[src/design/fpet_pkg.sv]
// Package: constants and types for the flash program and erase timer
package fpet_pkg;
   localparam int DIV_W = 8;
   localparam int CMD_W = 3;
   localparam int ADDR_W = 16;

   localparam logic [CMD_W-1:0] CMD_PROGRAM = 3'h1;
   localparam logic [CMD_W-1:0] CMD_BURST   = 3'h2;
   localparam logic [CMD_W-1:0] CMD_SECTOR  = 3'h3;
   localparam logic [CMD_W-1:0] CMD_MASS    = 3'h4;
   localparam logic [CMD_W-1:0] CMD_BLANK   = 3'h5;

   localparam logic [DIV_W-1:0] DIV_RESET = 8'h00;

   localparam logic [15:0] PGM_OP_CYCLES    = 16'h0009;
   localparam logic [15:0] PGM_BUS_CYCLES   = 16'h0019;
   localparam logic [15:0] BURST_OP_CYCLES  = 16'h0004;
   localparam logic [15:0] BURST_BUS_CYCLES = 16'h0009;
   localparam logic [6:0]  BURST_MAX_WORDS  = 7'h40;
   localparam logic [4:0]  ERASE_PULSES     = 5'h10;
   localparam logic [15:0] ERASE_OP_CYCLES  = 16'h0FA0;
   localparam logic [15:0] PULSE_OP_CYCLES  = 16'h00FA;
   localparam logic [15:0] MASS_OP_CYCLES   = 16'h4E20;
   localparam logic [15:0] BLANK_SETUP      = 16'h000A;
   localparam logic [ADDR_W:0] BLANK_WORDS  = 17'h10000;

   // Operating rate window of the operation clock, in kHz
   localparam int OPCLK_MIN_KHZ = 150;
   localparam int OPCLK_MAX_KHZ = 200;
   // Least bus rate for program or erase, in kHz (1.0 MHz)
   localparam int BUS_MIN_KHZ = 1000;

   typedef enum logic [2:0] {
      ST_IDLE, ST_PGM_OP, ST_PGM_BUS, ST_ERASE, ST_BLANK_SETUP, ST_BLANK_SCAN
   } fpet_state_t;
endpackage : fpet_pkg

[src/design/fpet_op_divider.sv]
// Operation clock divider producing a one-cycle enable
`timescale 1ns/1ps
`default_nettype none
module fpet_op_divider (
   input  wire logic                     clk,
   input  wire logic                     arst_n,
   input  wire logic [fpet_pkg::DIV_W-1:0] div_value,
   input  wire logic                     restart,
   output logic                          op_tick
);
   import fpet_pkg::*;
   logic [DIV_W-1:0] cnt_reg;

   // Tick every div_value+1 bus cycles
   always_ff @(posedge clk or negedge arst_n) begin
      if (!arst_n) begin
         cnt_reg <= '0;
      end else if (restart || cnt_reg == div_value) begin
         cnt_reg <= '0;
      end else begin
         cnt_reg <= cnt_reg + DIV_W'(1);
      end
   end

   assign op_tick = !restart && (cnt_reg == div_value);
endmodule : fpet_op_divider
`default_nettype wire

[src/design/fpet_cycle_counter.sv]
// Loadable down counter for phase lengths
`timescale 1ns/1ps
`default_nettype none
module fpet_cycle_counter (
   input  wire logic        clk,
   input  wire logic        arst_n,
   input  wire logic        load,
   input  wire logic [15:0] load_value,
   input  wire logic        step,
   output logic             zero
);
   logic [15:0] cnt_reg;

   always_ff @(posedge clk or negedge arst_n) begin
      if (!arst_n) begin
         cnt_reg <= '0;
      end else if (load) begin
         cnt_reg <= load_value;
      end else if (step && cnt_reg != 16'h0000) begin
         cnt_reg <= cnt_reg - 16'h0001;
      end
   end

   assign zero = (cnt_reg == 16'h0000);
endmodule : fpet_cycle_counter
`default_nettype wire

[src/design/fpet_flash_timer.sv]
// Top: flash program, burst, erase and blank check sequencer
`timescale 1ns/1ps
`default_nettype none
module fpet_flash_timer (
   input  wire logic                        clk,
   input  wire logic                        arst_n,
   input  wire logic                        div_write,
   input  wire logic [fpet_pkg::DIV_W-1:0]  div_wdata,
   output logic      [fpet_pkg::DIV_W-1:0]  nvm_clock_divider_reg,
   input  wire logic                        cmd_valid,
   input  wire logic [fpet_pkg::CMD_W-1:0]  cmd_code,
   output logic                             cmd_ready,
   output logic                             busy,
   output logic                             done_flag,
   input  wire logic                        done_clear,
   output logic                             blank_fail,
   output logic                             program_pulse,
   output logic                             erase_pulse,
   output logic                             mass_erase,
   output logic      [fpet_pkg::ADDR_W-1:0] check_addr,
   input  wire logic                        check_word_blank
);
   import fpet_pkg::*;

   // ------------------------------------------------------------
   // State and wires
   // ------------------------------------------------------------
   fpet_state_t      state_reg;
   logic             burst_reg;
   logic [6:0]       words_reg;
   logic [4:0]       pulses_reg;
   logic             mass_reg;
   logic [ADDR_W:0]  scan_reg;
   logic             op_tick;
   logic             op_zero;
   logic             bus_zero;
   logic             op_load;
   logic [15:0]      op_load_value;
   logic             bus_load;
   logic [15:0]      bus_load_value;
   logic             start;
   logic             finish;
   logic             burst_next;
   logic             is_cmd;

   function automatic logic cmd_known(input logic [CMD_W-1:0] c);
      cmd_known = (c == CMD_PROGRAM) || (c == CMD_BURST) || (c == CMD_SECTOR) ||
                  (c == CMD_MASS) || (c == CMD_BLANK);
   endfunction : cmd_known

   // ------------------------------------------------------------
   // Divider register
   // ------------------------------------------------------------
   always_ff @(posedge clk or negedge arst_n) begin
      if (!arst_n) begin
         nvm_clock_divider_reg <= DIV_RESET;
      end else if (div_write && state_reg == ST_IDLE) begin
         nvm_clock_divider_reg <= div_wdata;
      end
   end

   fpet_op_divider u_div (
      .clk       (clk),
      .arst_n    (arst_n),
      .div_value (nvm_clock_divider_reg),
      .restart   (start),
      .op_tick   (op_tick)
   );

   fpet_cycle_counter u_op_cnt (
      .clk        (clk),
      .arst_n     (arst_n),
      .load       (op_load),
      .load_value (op_load_value),
      .step       (op_tick),
      .zero       (op_zero)
   );

   fpet_cycle_counter u_bus_cnt (
      .clk        (clk),
      .arst_n     (arst_n),
      .load       (bus_load),
      .load_value (bus_load_value),
      .step       (1'b1),
      .zero       (bus_zero)
   );

   // ------------------------------------------------------------
   // Command handshake
   // ------------------------------------------------------------
   // No bus rate check: host keeps the bus at 1 MHz or more
   assign is_cmd     = cmd_valid && cmd_known(cmd_code);
   assign cmd_ready  = (state_reg == ST_IDLE) || burst_next;
   assign start      = (state_reg == ST_IDLE) && is_cmd;
   // Next burst word taken only if pending when the current word ends
   assign burst_next = (state_reg == ST_PGM_BUS) && bus_zero && burst_reg &&
                       (words_reg < BURST_MAX_WORDS) && cmd_valid &&
                       (cmd_code == CMD_BURST);

   always_comb begin
      op_load        = 1'b0;
      op_load_value  = 16'h0000;
      bus_load       = 1'b0;
      bus_load_value = 16'h0000;
      if (start) begin
         case (cmd_code)
            CMD_PROGRAM, CMD_BURST: begin
               op_load       = 1'b1;
               op_load_value = PGM_OP_CYCLES;
            end
            CMD_SECTOR: begin
               op_load       = 1'b1;
               op_load_value = PULSE_OP_CYCLES;
            end
            CMD_MASS: begin
               op_load       = 1'b1;
               op_load_value = MASS_OP_CYCLES;
            end
            CMD_BLANK: begin
               bus_load       = 1'b1;
               bus_load_value = BLANK_SETUP - 16'h0001;
            end
            default: begin
               op_load = 1'b0;
            end
         endcase
      end else if (burst_next) begin
         op_load       = 1'b1;
         op_load_value = BURST_OP_CYCLES;
      end else if (state_reg == ST_PGM_OP && op_zero) begin
         bus_load       = 1'b1;
         bus_load_value = burst_reg && words_reg != 7'h01 ?
                          BURST_BUS_CYCLES - 16'h0001 : PGM_BUS_CYCLES - 16'h0001;
      end else if (state_reg == ST_ERASE && op_zero && !mass_reg &&
                   pulses_reg != ERASE_PULSES) begin
         op_load       = 1'b1;
         op_load_value = PULSE_OP_CYCLES;
      end
   end

   // ------------------------------------------------------------
   // Sequencer
   // ------------------------------------------------------------
   always_ff @(posedge clk or negedge arst_n) begin
      if (!arst_n) begin
         state_reg <= ST_IDLE;
      end else begin
         case (state_reg)
            ST_IDLE: begin
               if (start) begin
                  case (cmd_code)
                     CMD_PROGRAM, CMD_BURST: state_reg <= ST_PGM_OP;
                     CMD_SECTOR, CMD_MASS:   state_reg <= ST_ERASE;
                     CMD_BLANK:              state_reg <= ST_BLANK_SETUP;
                     default:                state_reg <= ST_IDLE;
                  endcase
               end
            end
            ST_PGM_OP: begin
               if (op_zero) begin
                  state_reg <= ST_PGM_BUS;
               end
            end
            ST_PGM_BUS: begin
               if (burst_next) begin
                  state_reg <= ST_PGM_OP;
               end else if (bus_zero) begin
                  state_reg <= ST_IDLE;
               end
            end
            ST_ERASE: begin
               if (op_zero && (mass_reg || pulses_reg == ERASE_PULSES)) begin
                  state_reg <= ST_IDLE;
               end
            end
            ST_BLANK_SETUP: begin
               if (bus_zero) begin
                  state_reg <= ST_BLANK_SCAN;
               end
            end
            ST_BLANK_SCAN: begin
               if (!check_word_blank || scan_reg == BLANK_WORDS - 17'h00001) begin
                  state_reg <= ST_IDLE;
               end
            end
            default: begin
               state_reg <= ST_IDLE;
            end
         endcase
      end
   end

   // Burst bookkeeping
   always_ff @(posedge clk or negedge arst_n) begin
      if (!arst_n) begin
         burst_reg <= 1'b0;
         words_reg <= 7'h00;
      end else if (start) begin
         burst_reg <= (cmd_code == CMD_BURST);
         words_reg <= 7'h01;
      end else if (burst_next) begin
         words_reg <= words_reg + 7'h01;
      end
   end

   // Erase pulse bookkeeping
   always_ff @(posedge clk or negedge arst_n) begin
      if (!arst_n) begin
         pulses_reg <= 5'h00;
         mass_reg   <= 1'b0;
      end else if (start) begin
         pulses_reg <= 5'h01;
         mass_reg   <= (cmd_code == CMD_MASS);
      end else if (op_load && state_reg == ST_ERASE) begin
         pulses_reg <= pulses_reg + 5'h01;
      end
   end

   // Blank scan address
   always_ff @(posedge clk or negedge arst_n) begin
      if (!arst_n) begin
         scan_reg <= '0;
      end else if (start) begin
         scan_reg <= '0;
      end else if (state_reg == ST_BLANK_SCAN && check_word_blank) begin
         scan_reg <= scan_reg + 17'h00001;
      end
   end

   assign finish = (state_reg != ST_IDLE) && (state_reg != ST_PGM_OP) &&
                   (state_reg != ST_BLANK_SETUP) &&
                   ((state_reg == ST_PGM_BUS && bus_zero && !burst_next) ||
                    (state_reg == ST_ERASE && op_zero &&
                     (mass_reg || pulses_reg == ERASE_PULSES)) ||
                    (state_reg == ST_BLANK_SCAN &&
                     (!check_word_blank || scan_reg == BLANK_WORDS - 17'h00001)));

   // Done flag: completion wins over a clear in the same cycle
   always_ff @(posedge clk or negedge arst_n) begin
      if (!arst_n) begin
         done_flag <= 1'b0;
      end else if (finish) begin
         done_flag <= 1'b1;
      end else if (done_clear || start) begin
         done_flag <= 1'b0;
      end
   end

   always_ff @(posedge clk or negedge arst_n) begin
      if (!arst_n) begin
         blank_fail <= 1'b0;
      end else if (start) begin
         blank_fail <= 1'b0;
      end else if (state_reg == ST_BLANK_SCAN && !check_word_blank) begin
         blank_fail <= 1'b1;
      end
   end

   // ------------------------------------------------------------
   // Array strobes
   // ------------------------------------------------------------
   assign busy          = (state_reg != ST_IDLE);
   assign program_pulse = (state_reg == ST_PGM_OP);
   assign erase_pulse   = (state_reg == ST_ERASE) && !op_zero;
   assign mass_erase    = (state_reg == ST_ERASE) && mass_reg;
   assign check_addr    = scan_reg[ADDR_W-1:0];

   // ------------------------------------------------------------
   // Assertions
   // ------------------------------------------------------------
   // Operation ticks spent in an erase, for the duration checks
   logic [15:0]      era_ticks_reg;
   always_ff @(posedge clk or negedge arst_n) begin
      if (!arst_n) begin
         era_ticks_reg <= 16'h0000;
      end else if (start) begin
         era_ticks_reg <= 16'h0000;
      end else if (state_reg == ST_ERASE && op_tick && !op_zero) begin
         era_ticks_reg <= era_ticks_reg + 16'h0001;
      end
   end
endmodule : fpet_flash_timer
`default_nettype wire

[config.mk]
export PLATFORM = sky130hd
export DESIGN_NAME = fpet_flash_timer
export DESIGN_NICKNAME = d
export VERILOG_FILES = /design/src/design/fpet_pkg.sv /design/src/design/fpet_op_divider.sv /design/src/design/fpet_cycle_counter.sv /design/src/design/fpet_flash_timer.sv
export SDC_FILE = /design/constraint.sdc
export NUM_CORES = 1
export LEC_CHECK = 0
export BUFFER_PORTS_ARGS = -buffer_cell sky130_fd_sc_hd__buf_2
export CAP_MARGIN = 20
export CORE_MARGIN = 4
export CORE_UTILIZATION = 64
export CTS_CLUSTER_DIAMETER = 200
export DETAILED_ROUTE_END_ITERATION = 12
export GPL_TIMING_DRIVEN = 0
export PLACE_DENSITY = 0.95
export SLEW_MARGIN = 20
export SYNTH_ARGS = -nofsm -noshare
export SYNTH_HDL_FRONTEND = slang
export SYNTH_SLANG_ARGS = --single-unit
[constraint.sdc]
create_clock -name clk -period 7.6 [get_ports clk]
set_clock_uncertainty 0.05 [all_clocks]
set_input_delay 0 -clock clk [delete_from_list [all_inputs] [get_ports clk]]
set_output_delay 0 -clock clk [all_outputs]
set_load 0.02 [all_outputs]
Word-level counts from Yosys, hierarchy flattened
Cells that the tools add are included.

word-level totals
  bits in registers = 84
  bits of input ports = 17
  output and inout port bits = 31
  word-level logic and storage cells = 145

operators by class
  add/sub/neg operators = 6
  $lt $le $gt $ge = 1
  equal/unequal tests = 23
  mux-type cells = 43
  reductions and logical operators = 60

operator list
  kind                     number
  $mux W16                 6
  $pmux W15 S3             1
  $mux W17                 2
  $logic_not A16 Y1        2
  $mux W8                  4
  $reduce_bool A16 Y1      2
  $sub A16 B1 Y16 const B  2
  $logic_and A1 B1 Y1      27
  $mux W5                  5
  $mux W3                  7
  $pmux W3 S6              1
  $add A17 B1 Y17 const B  1
  $eq A17 B16 Y1 const B   1
  $mux W7                  2
  $reduce_bool A2 Y1       7
  $mux W1                  13
  $eq A3 B2 Y1 const B     4
  $eq A3 B3 Y1 const B     4
  $logic_or A1 B1 Y1       11
  $pmux W3 S3              1
  $add A8 B1 Y8 const B    1
  $eq A8 B8 Y1             1
  $add A7 B1 Y7 const B    1
  $lt A7 B7 Y1 const B     1
  16 further kinds         26

Longest topological paths before layout
  word-level depth = 12
  gate-level depth with buffers = 10
  mapped depth without buffers = 10

By module
A second synthesis with hierarchy kept.

unflattened totals
  cell total of the unflattened synthesis = 569
  area total of the unflattened synthesis = 5186.2 um^2

modules (own cells, without submodules)
  module              instances  cells an instance  area an instance (um^2)  sequential area each (um^2)
  fpet_flash_timer    1          275                2534.9                   1101.1
  fpet_cycle_counter  2          124                1063.5                   400.4
  fpet_op_divider     1          46                 524.3                    200.2

Least setup slack after synthesis
Ideal clock, no wire load.

  kind = register to register
  from = reg u_bus_cnt.cnt_reg[7]
  to = reg u_op_cnt.cnt_reg[1]
  setup time = 0.125 ns
  data arrival time = 2.288 ns
  data required time = 7.425 ns
  slack = 5.137 ns
  stages on the path, launching flop included = 8
  path buffers = 1
  clock period less this slack = 2.463 ns
  path through = dfrtp_1 -> or4_4 -> buf_6 -> nand4bb_4 -> nor4_4 -> nor3_2 -> a21oi_4 -> mux2_4

on the way
  cells in the longest elaborated chain, start to end = 9
  elaborated cells between the ends (all ways) = 12
  those cells by class = 5 x mux; 7 x reduce/logical

RTL lines
  item                                                   line                      text
  from (decl)                                            fpet_cycle_counter.sv:12  logic [15:0] cnt_reg;
  from (signal assigned)                                 fpet_cycle_counter.sv:18  cnt_reg <= load_value;
  from (signal assigned)                                 fpet_cycle_counter.sv:20  cnt_reg <= cnt_reg - 16'h0001;
  $logic_not A16 Y1 (*)                                  fpet_cycle_counter.sv:24  assign zero = (cnt_reg == 16'h0000);
  $logic_and A1 B1 Y1 (*) (3 in a row)                   fpet_flash_timer.sv:96    assign burst_next = (state_reg == ST_PGM_BUS) && bus_zero && burst_reg &&
  $logic_and A1 B1 Y1 (*) (2 in a row)                   fpet_flash_timer.sv:97    (words_reg < BURST_MAX_WORDS) && cmd_valid &&
  $mux W8 / $mux W1 (equally long branches)              fpet_flash_timer.sv:127   end else if (burst_next) begin
  $mux W16 / $mux W1 (equally long branches)             fpet_flash_timer.sv:105   if (start) begin
  $mux W16 / $reduce_bool A2 Y1 (equally long branches)  -
  to (signal assigned)                                   fpet_cycle_counter.sv:18
  to (signal assigned)                                   fpet_cycle_counter.sv:20
  to (decl)                                              fpet_cycle_counter.sv:12

Every way passes the cells marked *; elsewhere a longest branch is shown, timed or not.
A chain may end at the register's enable or synchronous reset.

Final worst setup path
  from = reg state_reg[2]
  to = reg u_op_cnt.cnt_reg[4]

on the way
  cells in the longest elaborated chain, start to end = 9
  elaborated cells between the ends (all ways) = 27
  those cells by class = 3 x eq/ne; 9 x mux; 15 x reduce/logical

RTL lines
  item                                                        line                                             text
  from (decl)                                                 fpet_flash_timer.sv:28                           fpet_state_t state_reg;
  from (signal assigned)                                      fpet_flash_timer.sv:146                          state_reg <= ST_IDLE;
  from (signal assigned)                                      fpet_flash_timer.sv:152                          CMD_PROGRAM, CMD_BURST: state_reg <= ST_PGM_OP;
  from (signal assigned)                                      fpet_flash_timer.sv:153                          CMD_SECTOR, CMD_MASS: state_reg <= ST_ERASE;
  $eq A3 B2 Y1, on equally long branches                      fpet_flash_timer.sv:134, fpet_flash_timer.sv:96
  $logic_and A1 B1 Y1, on equally long branches (3 in a row)  fpet_flash_timer.sv:134, fpet_flash_timer.sv:96
  $mux W8, or another cell as far along                       fpet_flash_timer.sv:134                          end else if (state_reg == ST_ERASE && op_zero && !mass_reg &&
  $mux W8, or another cell as far along                       fpet_flash_timer.sv:130                          end else if (state_reg == ST_PGM_OP && op_zero) begin
  $mux W8 / $mux W1 (equally long branches)                   fpet_flash_timer.sv:127
  $mux W16 / $mux W1 (equally long branches)                  fpet_flash_timer.sv:105
  $mux W16 / $reduce_bool A2 Y1 (equally long branches)       -

Several ways; a longest one is shown, not always the timed one.

==> metrics.log <==
[metrics] crit end category: flip-flop
[metrics] Avg WL per Cell: between 15 and 20 microns
[metrics] worst-skew pair later-pin latency: between 0.3 and 0.4 ns
[metrics] # DRC: 0
[metrics] synthesis-stage register bit count: 84
[metrics] First DRT Iteration DRCs: between 400 and 500
[metrics] detailed-router iteration count before antenna repair: 7
[metrics] pwr dens: about 140 nW/um^2
[metrics] final sum of negative setup slack: 0 ns
[metrics] post-route worst hold slack: 0.0223 ns
[metrics] total half-perimeter wirelength after legalization and detailed placement: 8.12 mm
[metrics] Global Route Usage Sum: 26.3%
[metrics] worst path arrival time: between 3 and 4 ns
[metrics] Die Height: approximately 95 microns
[metrics] deepest level of the CTS H-tree: 3
[metrics] number of flops mapped to enable cells by yosys: 0
[metrics] max-cap violation count: 0
[metrics] net count reported at finish: around 600
[metrics] total leakage power: about 0.0026 uW
[metrics] number of global-route vias before repair: slightly below 4000
[metrics] area share of the largest cell type after synthesis: between 40% and 50%
[metrics] Area Overhead vs Synth: 14.0%
[metrics] Hold Path Depth: 4
[metrics] Min-Delay Path Class: in -> reg
[metrics] core box area: around 7300 sq um
[metrics] launching instance or port of the critical path: state_reg[2]
[metrics] proportion of layout cells with a drive suffix above 1: 18.5%
[metrics] outcome: complete, no violations
[metrics] count of vias placed by the detailed router: ~4200
[metrics] number of different library cells in the post-synthesis netlist: 63
[metrics] Cell Area, Synth: about 4800 sq um
[metrics] register area share after synthesis: between 40% and 50%
[metrics] most frequent cells after synthesis: sky130_fd_sc_hd__dfrtp_1 (84), sky130_fd_sc_hd__nor2_1 (71), sky130_fd_sc_hd__nand2_1 (41)
[metrics] RD Place Congestion: roughly 0.9
[metrics] GRT Residual Overflow: 0
[metrics] Fin. Hold Viols: 0
[metrics] leading cell types by total area after synthesis: sky130_fd_sc_hd__dfrtp_1 (43%), sky130_fd_sc_hd__xor2_1 (5.6%), sky130_fd_sc_hd__nor2_1 (5.5%)
[metrics] total wire length after detailed routing: between 10 and 15 mm
[metrics] # rows: 31
[metrics] I/O pin total: 48
[metrics] routed vias/inst: 6.20
[metrics] total inserted antenna cells: 0
[metrics] Pins Over Slew Limit: 0
[metrics] worst reg-to-reg path cell count: 7
[metrics] data required time at the worst endpoint: about 8 ns
[metrics] antenna violations before repair: 0
[metrics] most common flop cell mapped by yosys: sky130_fd_sc_hd__dfrtp_1
[metrics] initial cell density of the core: ~66%
[metrics] most frequent cell after synthesis: sky130_fd_sc_hd__dfrtp_1
[metrics] maximum clock frequency: 319 MHz
[metrics] post-CTS setup buffer count: 0
[metrics] CTS tree: done
[metrics] maximum net fanout on the critical path: 10
[metrics] largest net degree at the start of global routing: ~60
[metrics] Bufs on Longest Clock Path: 2
[metrics] post-route fraction of the period consumed by the critical path: between 40 and 50%
[metrics] warnings from Yosys: 0
[metrics] # setup viols final: 0
[metrics] hold path startpoint: cmd_code[1]
[metrics] total power: a little under 800 uW
[metrics] largest voltage drop on the vdd net: approximately 0.000097 V
[metrics] width of the chip: roughly 95 microns
[metrics] number of nets still failing antenna checks after routing: 0
[metrics] setup repair after global routing missed its margin: false
[metrics] cell type with the largest total area after synthesis: sky130_fd_sc_hd__dfrtp_1
[metrics] Least-Margin Pin Slew: 0.973 ns
[metrics] instance count of the mapped netlist: between 500 and 600
[metrics] sinks on the clock net: between 80 and 90
[metrics] critical path start-end classification: reg -> reg
[metrics] die area: between 9000 and 10000 sq um
[metrics] core occupancy in the finished layout: between 70 and 80%
[metrics] Critical Path Source Type: flip-flop
[metrics] wire length of the first global-routing pass: about 19 mm
[metrics] Buffers on Ports: 46
[metrics] synthesized area per cell: 9.50 sq um
[metrics] fin crit period: roughly 3.1 ns
[metrics] Finished Layout Cells: 683
[metrics] proportion of register bits with asynchronous set or reset after synthesis: between 90% and 100%
[metrics] dpl cells: ~660
[metrics] nets in the synthesized netlist: approximately 540
[metrics] register clock-pin slew on the reported worst setup and hold paths: 0.09 ns
[metrics] startpoint of the most critical register-to-register path: state_reg[2]
[metrics] relative slew slack: around 35%
[metrics] flip-flop count of the largest register, all copies and words added: 17
[metrics] clock buffer count from CTS: 9
[metrics] Clock Root Buffer: sky130_fd_sc_hd__clkbuf_8
## logic make-up after synthesis
logic type,synth area share (%)
simple gates,26.6
flops,43.4
compound gates,9.94
xor+xnor,9.40
buf+inv,5.09
mux,2.81
fa+ha+maj,2.84
## critical path: stages (launching register included)
cell and delay (ns):
sky130_fd_sc_hd__dfrtp_1 0.41, sky130_fd_sc_hd__clkbuf_1 0.25, sky130_fd_sc_hd__nor3_1 0.85, sky130_fd_sc_hd__nand4_1 0.48
sky130_fd_sc_hd__o41a_1 0.36, sky130_fd_sc_hd__a21oi_4 0.36, sky130_fd_sc_hd__a311o_1 0.17, sky130_fd_sc_hd__a2bb2oi_1 0.06
## routing by layer
metal / GRT usage [%] / share of wire [%]
met5: 0 / 0
met4: 10.3 / 2.5
met2: 45.0 / 50
met1: 34.0 / 41
met3: 3.47 / 7.0
## where the power goes
part / internal, uW / switching [uW]
sequential: 446 / 0
combinational: 10.6 / 15.2
clock: 125 / 179
## layout by cell type (no fill, tap or decap), types with 10 or more instances in the layout
master and instances:
sky130_fd_sc_hd__a21oi_1 19, sky130_fd_sc_hd__and3_1 12, sky130_fd_sc_hd__buf_2 47, sky130_fd_sc_hd__buf_4 17
sky130_fd_sc_hd__clkbuf_1 10, sky130_fd_sc_hd__dfrtp_1 84, sky130_fd_sc_hd__dlygate4sd3_1 11, sky130_fd_sc_hd__ha_1 11
sky130_fd_sc_hd__inv_1 12, sky130_fd_sc_hd__nand2_1 41, sky130_fd_sc_hd__nand3_1 19, sky130_fd_sc_hd__nand4_1 16
sky130_fd_sc_hd__nor2_1 71, sky130_fd_sc_hd__nor3_1 12, sky130_fd_sc_hd__o21ai_0 17, sky130_fd_sc_hd__or3_1 10
sky130_fd_sc_hd__xnor2_1 21, sky130_fd_sc_hd__xor2_1 31
## final cells by class
type                    count  area [sq um]
repair buffers             58           370
well taps                  99           124
clock inverters             7          58.8
flip-flops and latches     84          2100
multi-input cells         381          2500
fillers                   523          1770
plain buffers              33           201
inverters                  12          45.0
clock buffers               9           124
## metrics by stage
stage / cell area (sq um) / setup slack (ns)
5_1_grt: 5520 / 4.30
3_5_place_dp: 5230 / 4.62
6_report: 5520 / 4.47
3_3_place_gp: 5200 / 4.82
2_1_floorplan: 4850 / 5.14
4_1_cts: 5520 / 4.60
## path summary, 6_finish.rpt
kind,to,slack (ns)
worst min register to register,u_bus_cnt.cnt_reg[4],0.44
worst max-delay path,u_op_cnt.cnt_reg[4],4.47
min in group asynchronous,pulses_reg[2],0.05
worst max register to register,u_op_cnt.cnt_reg[4],4.47
max in group asynchronous,burst_reg,6.85
worst min-delay path,u_op_cnt.cnt_reg[0],0.02
## what timing repair did
action,4_1_cts,5_1_grt
endpoints found under the hold margin,94,0
hold buffers,11,0
gates resized for setup,0,0
(Power assumes the default switching activity.)
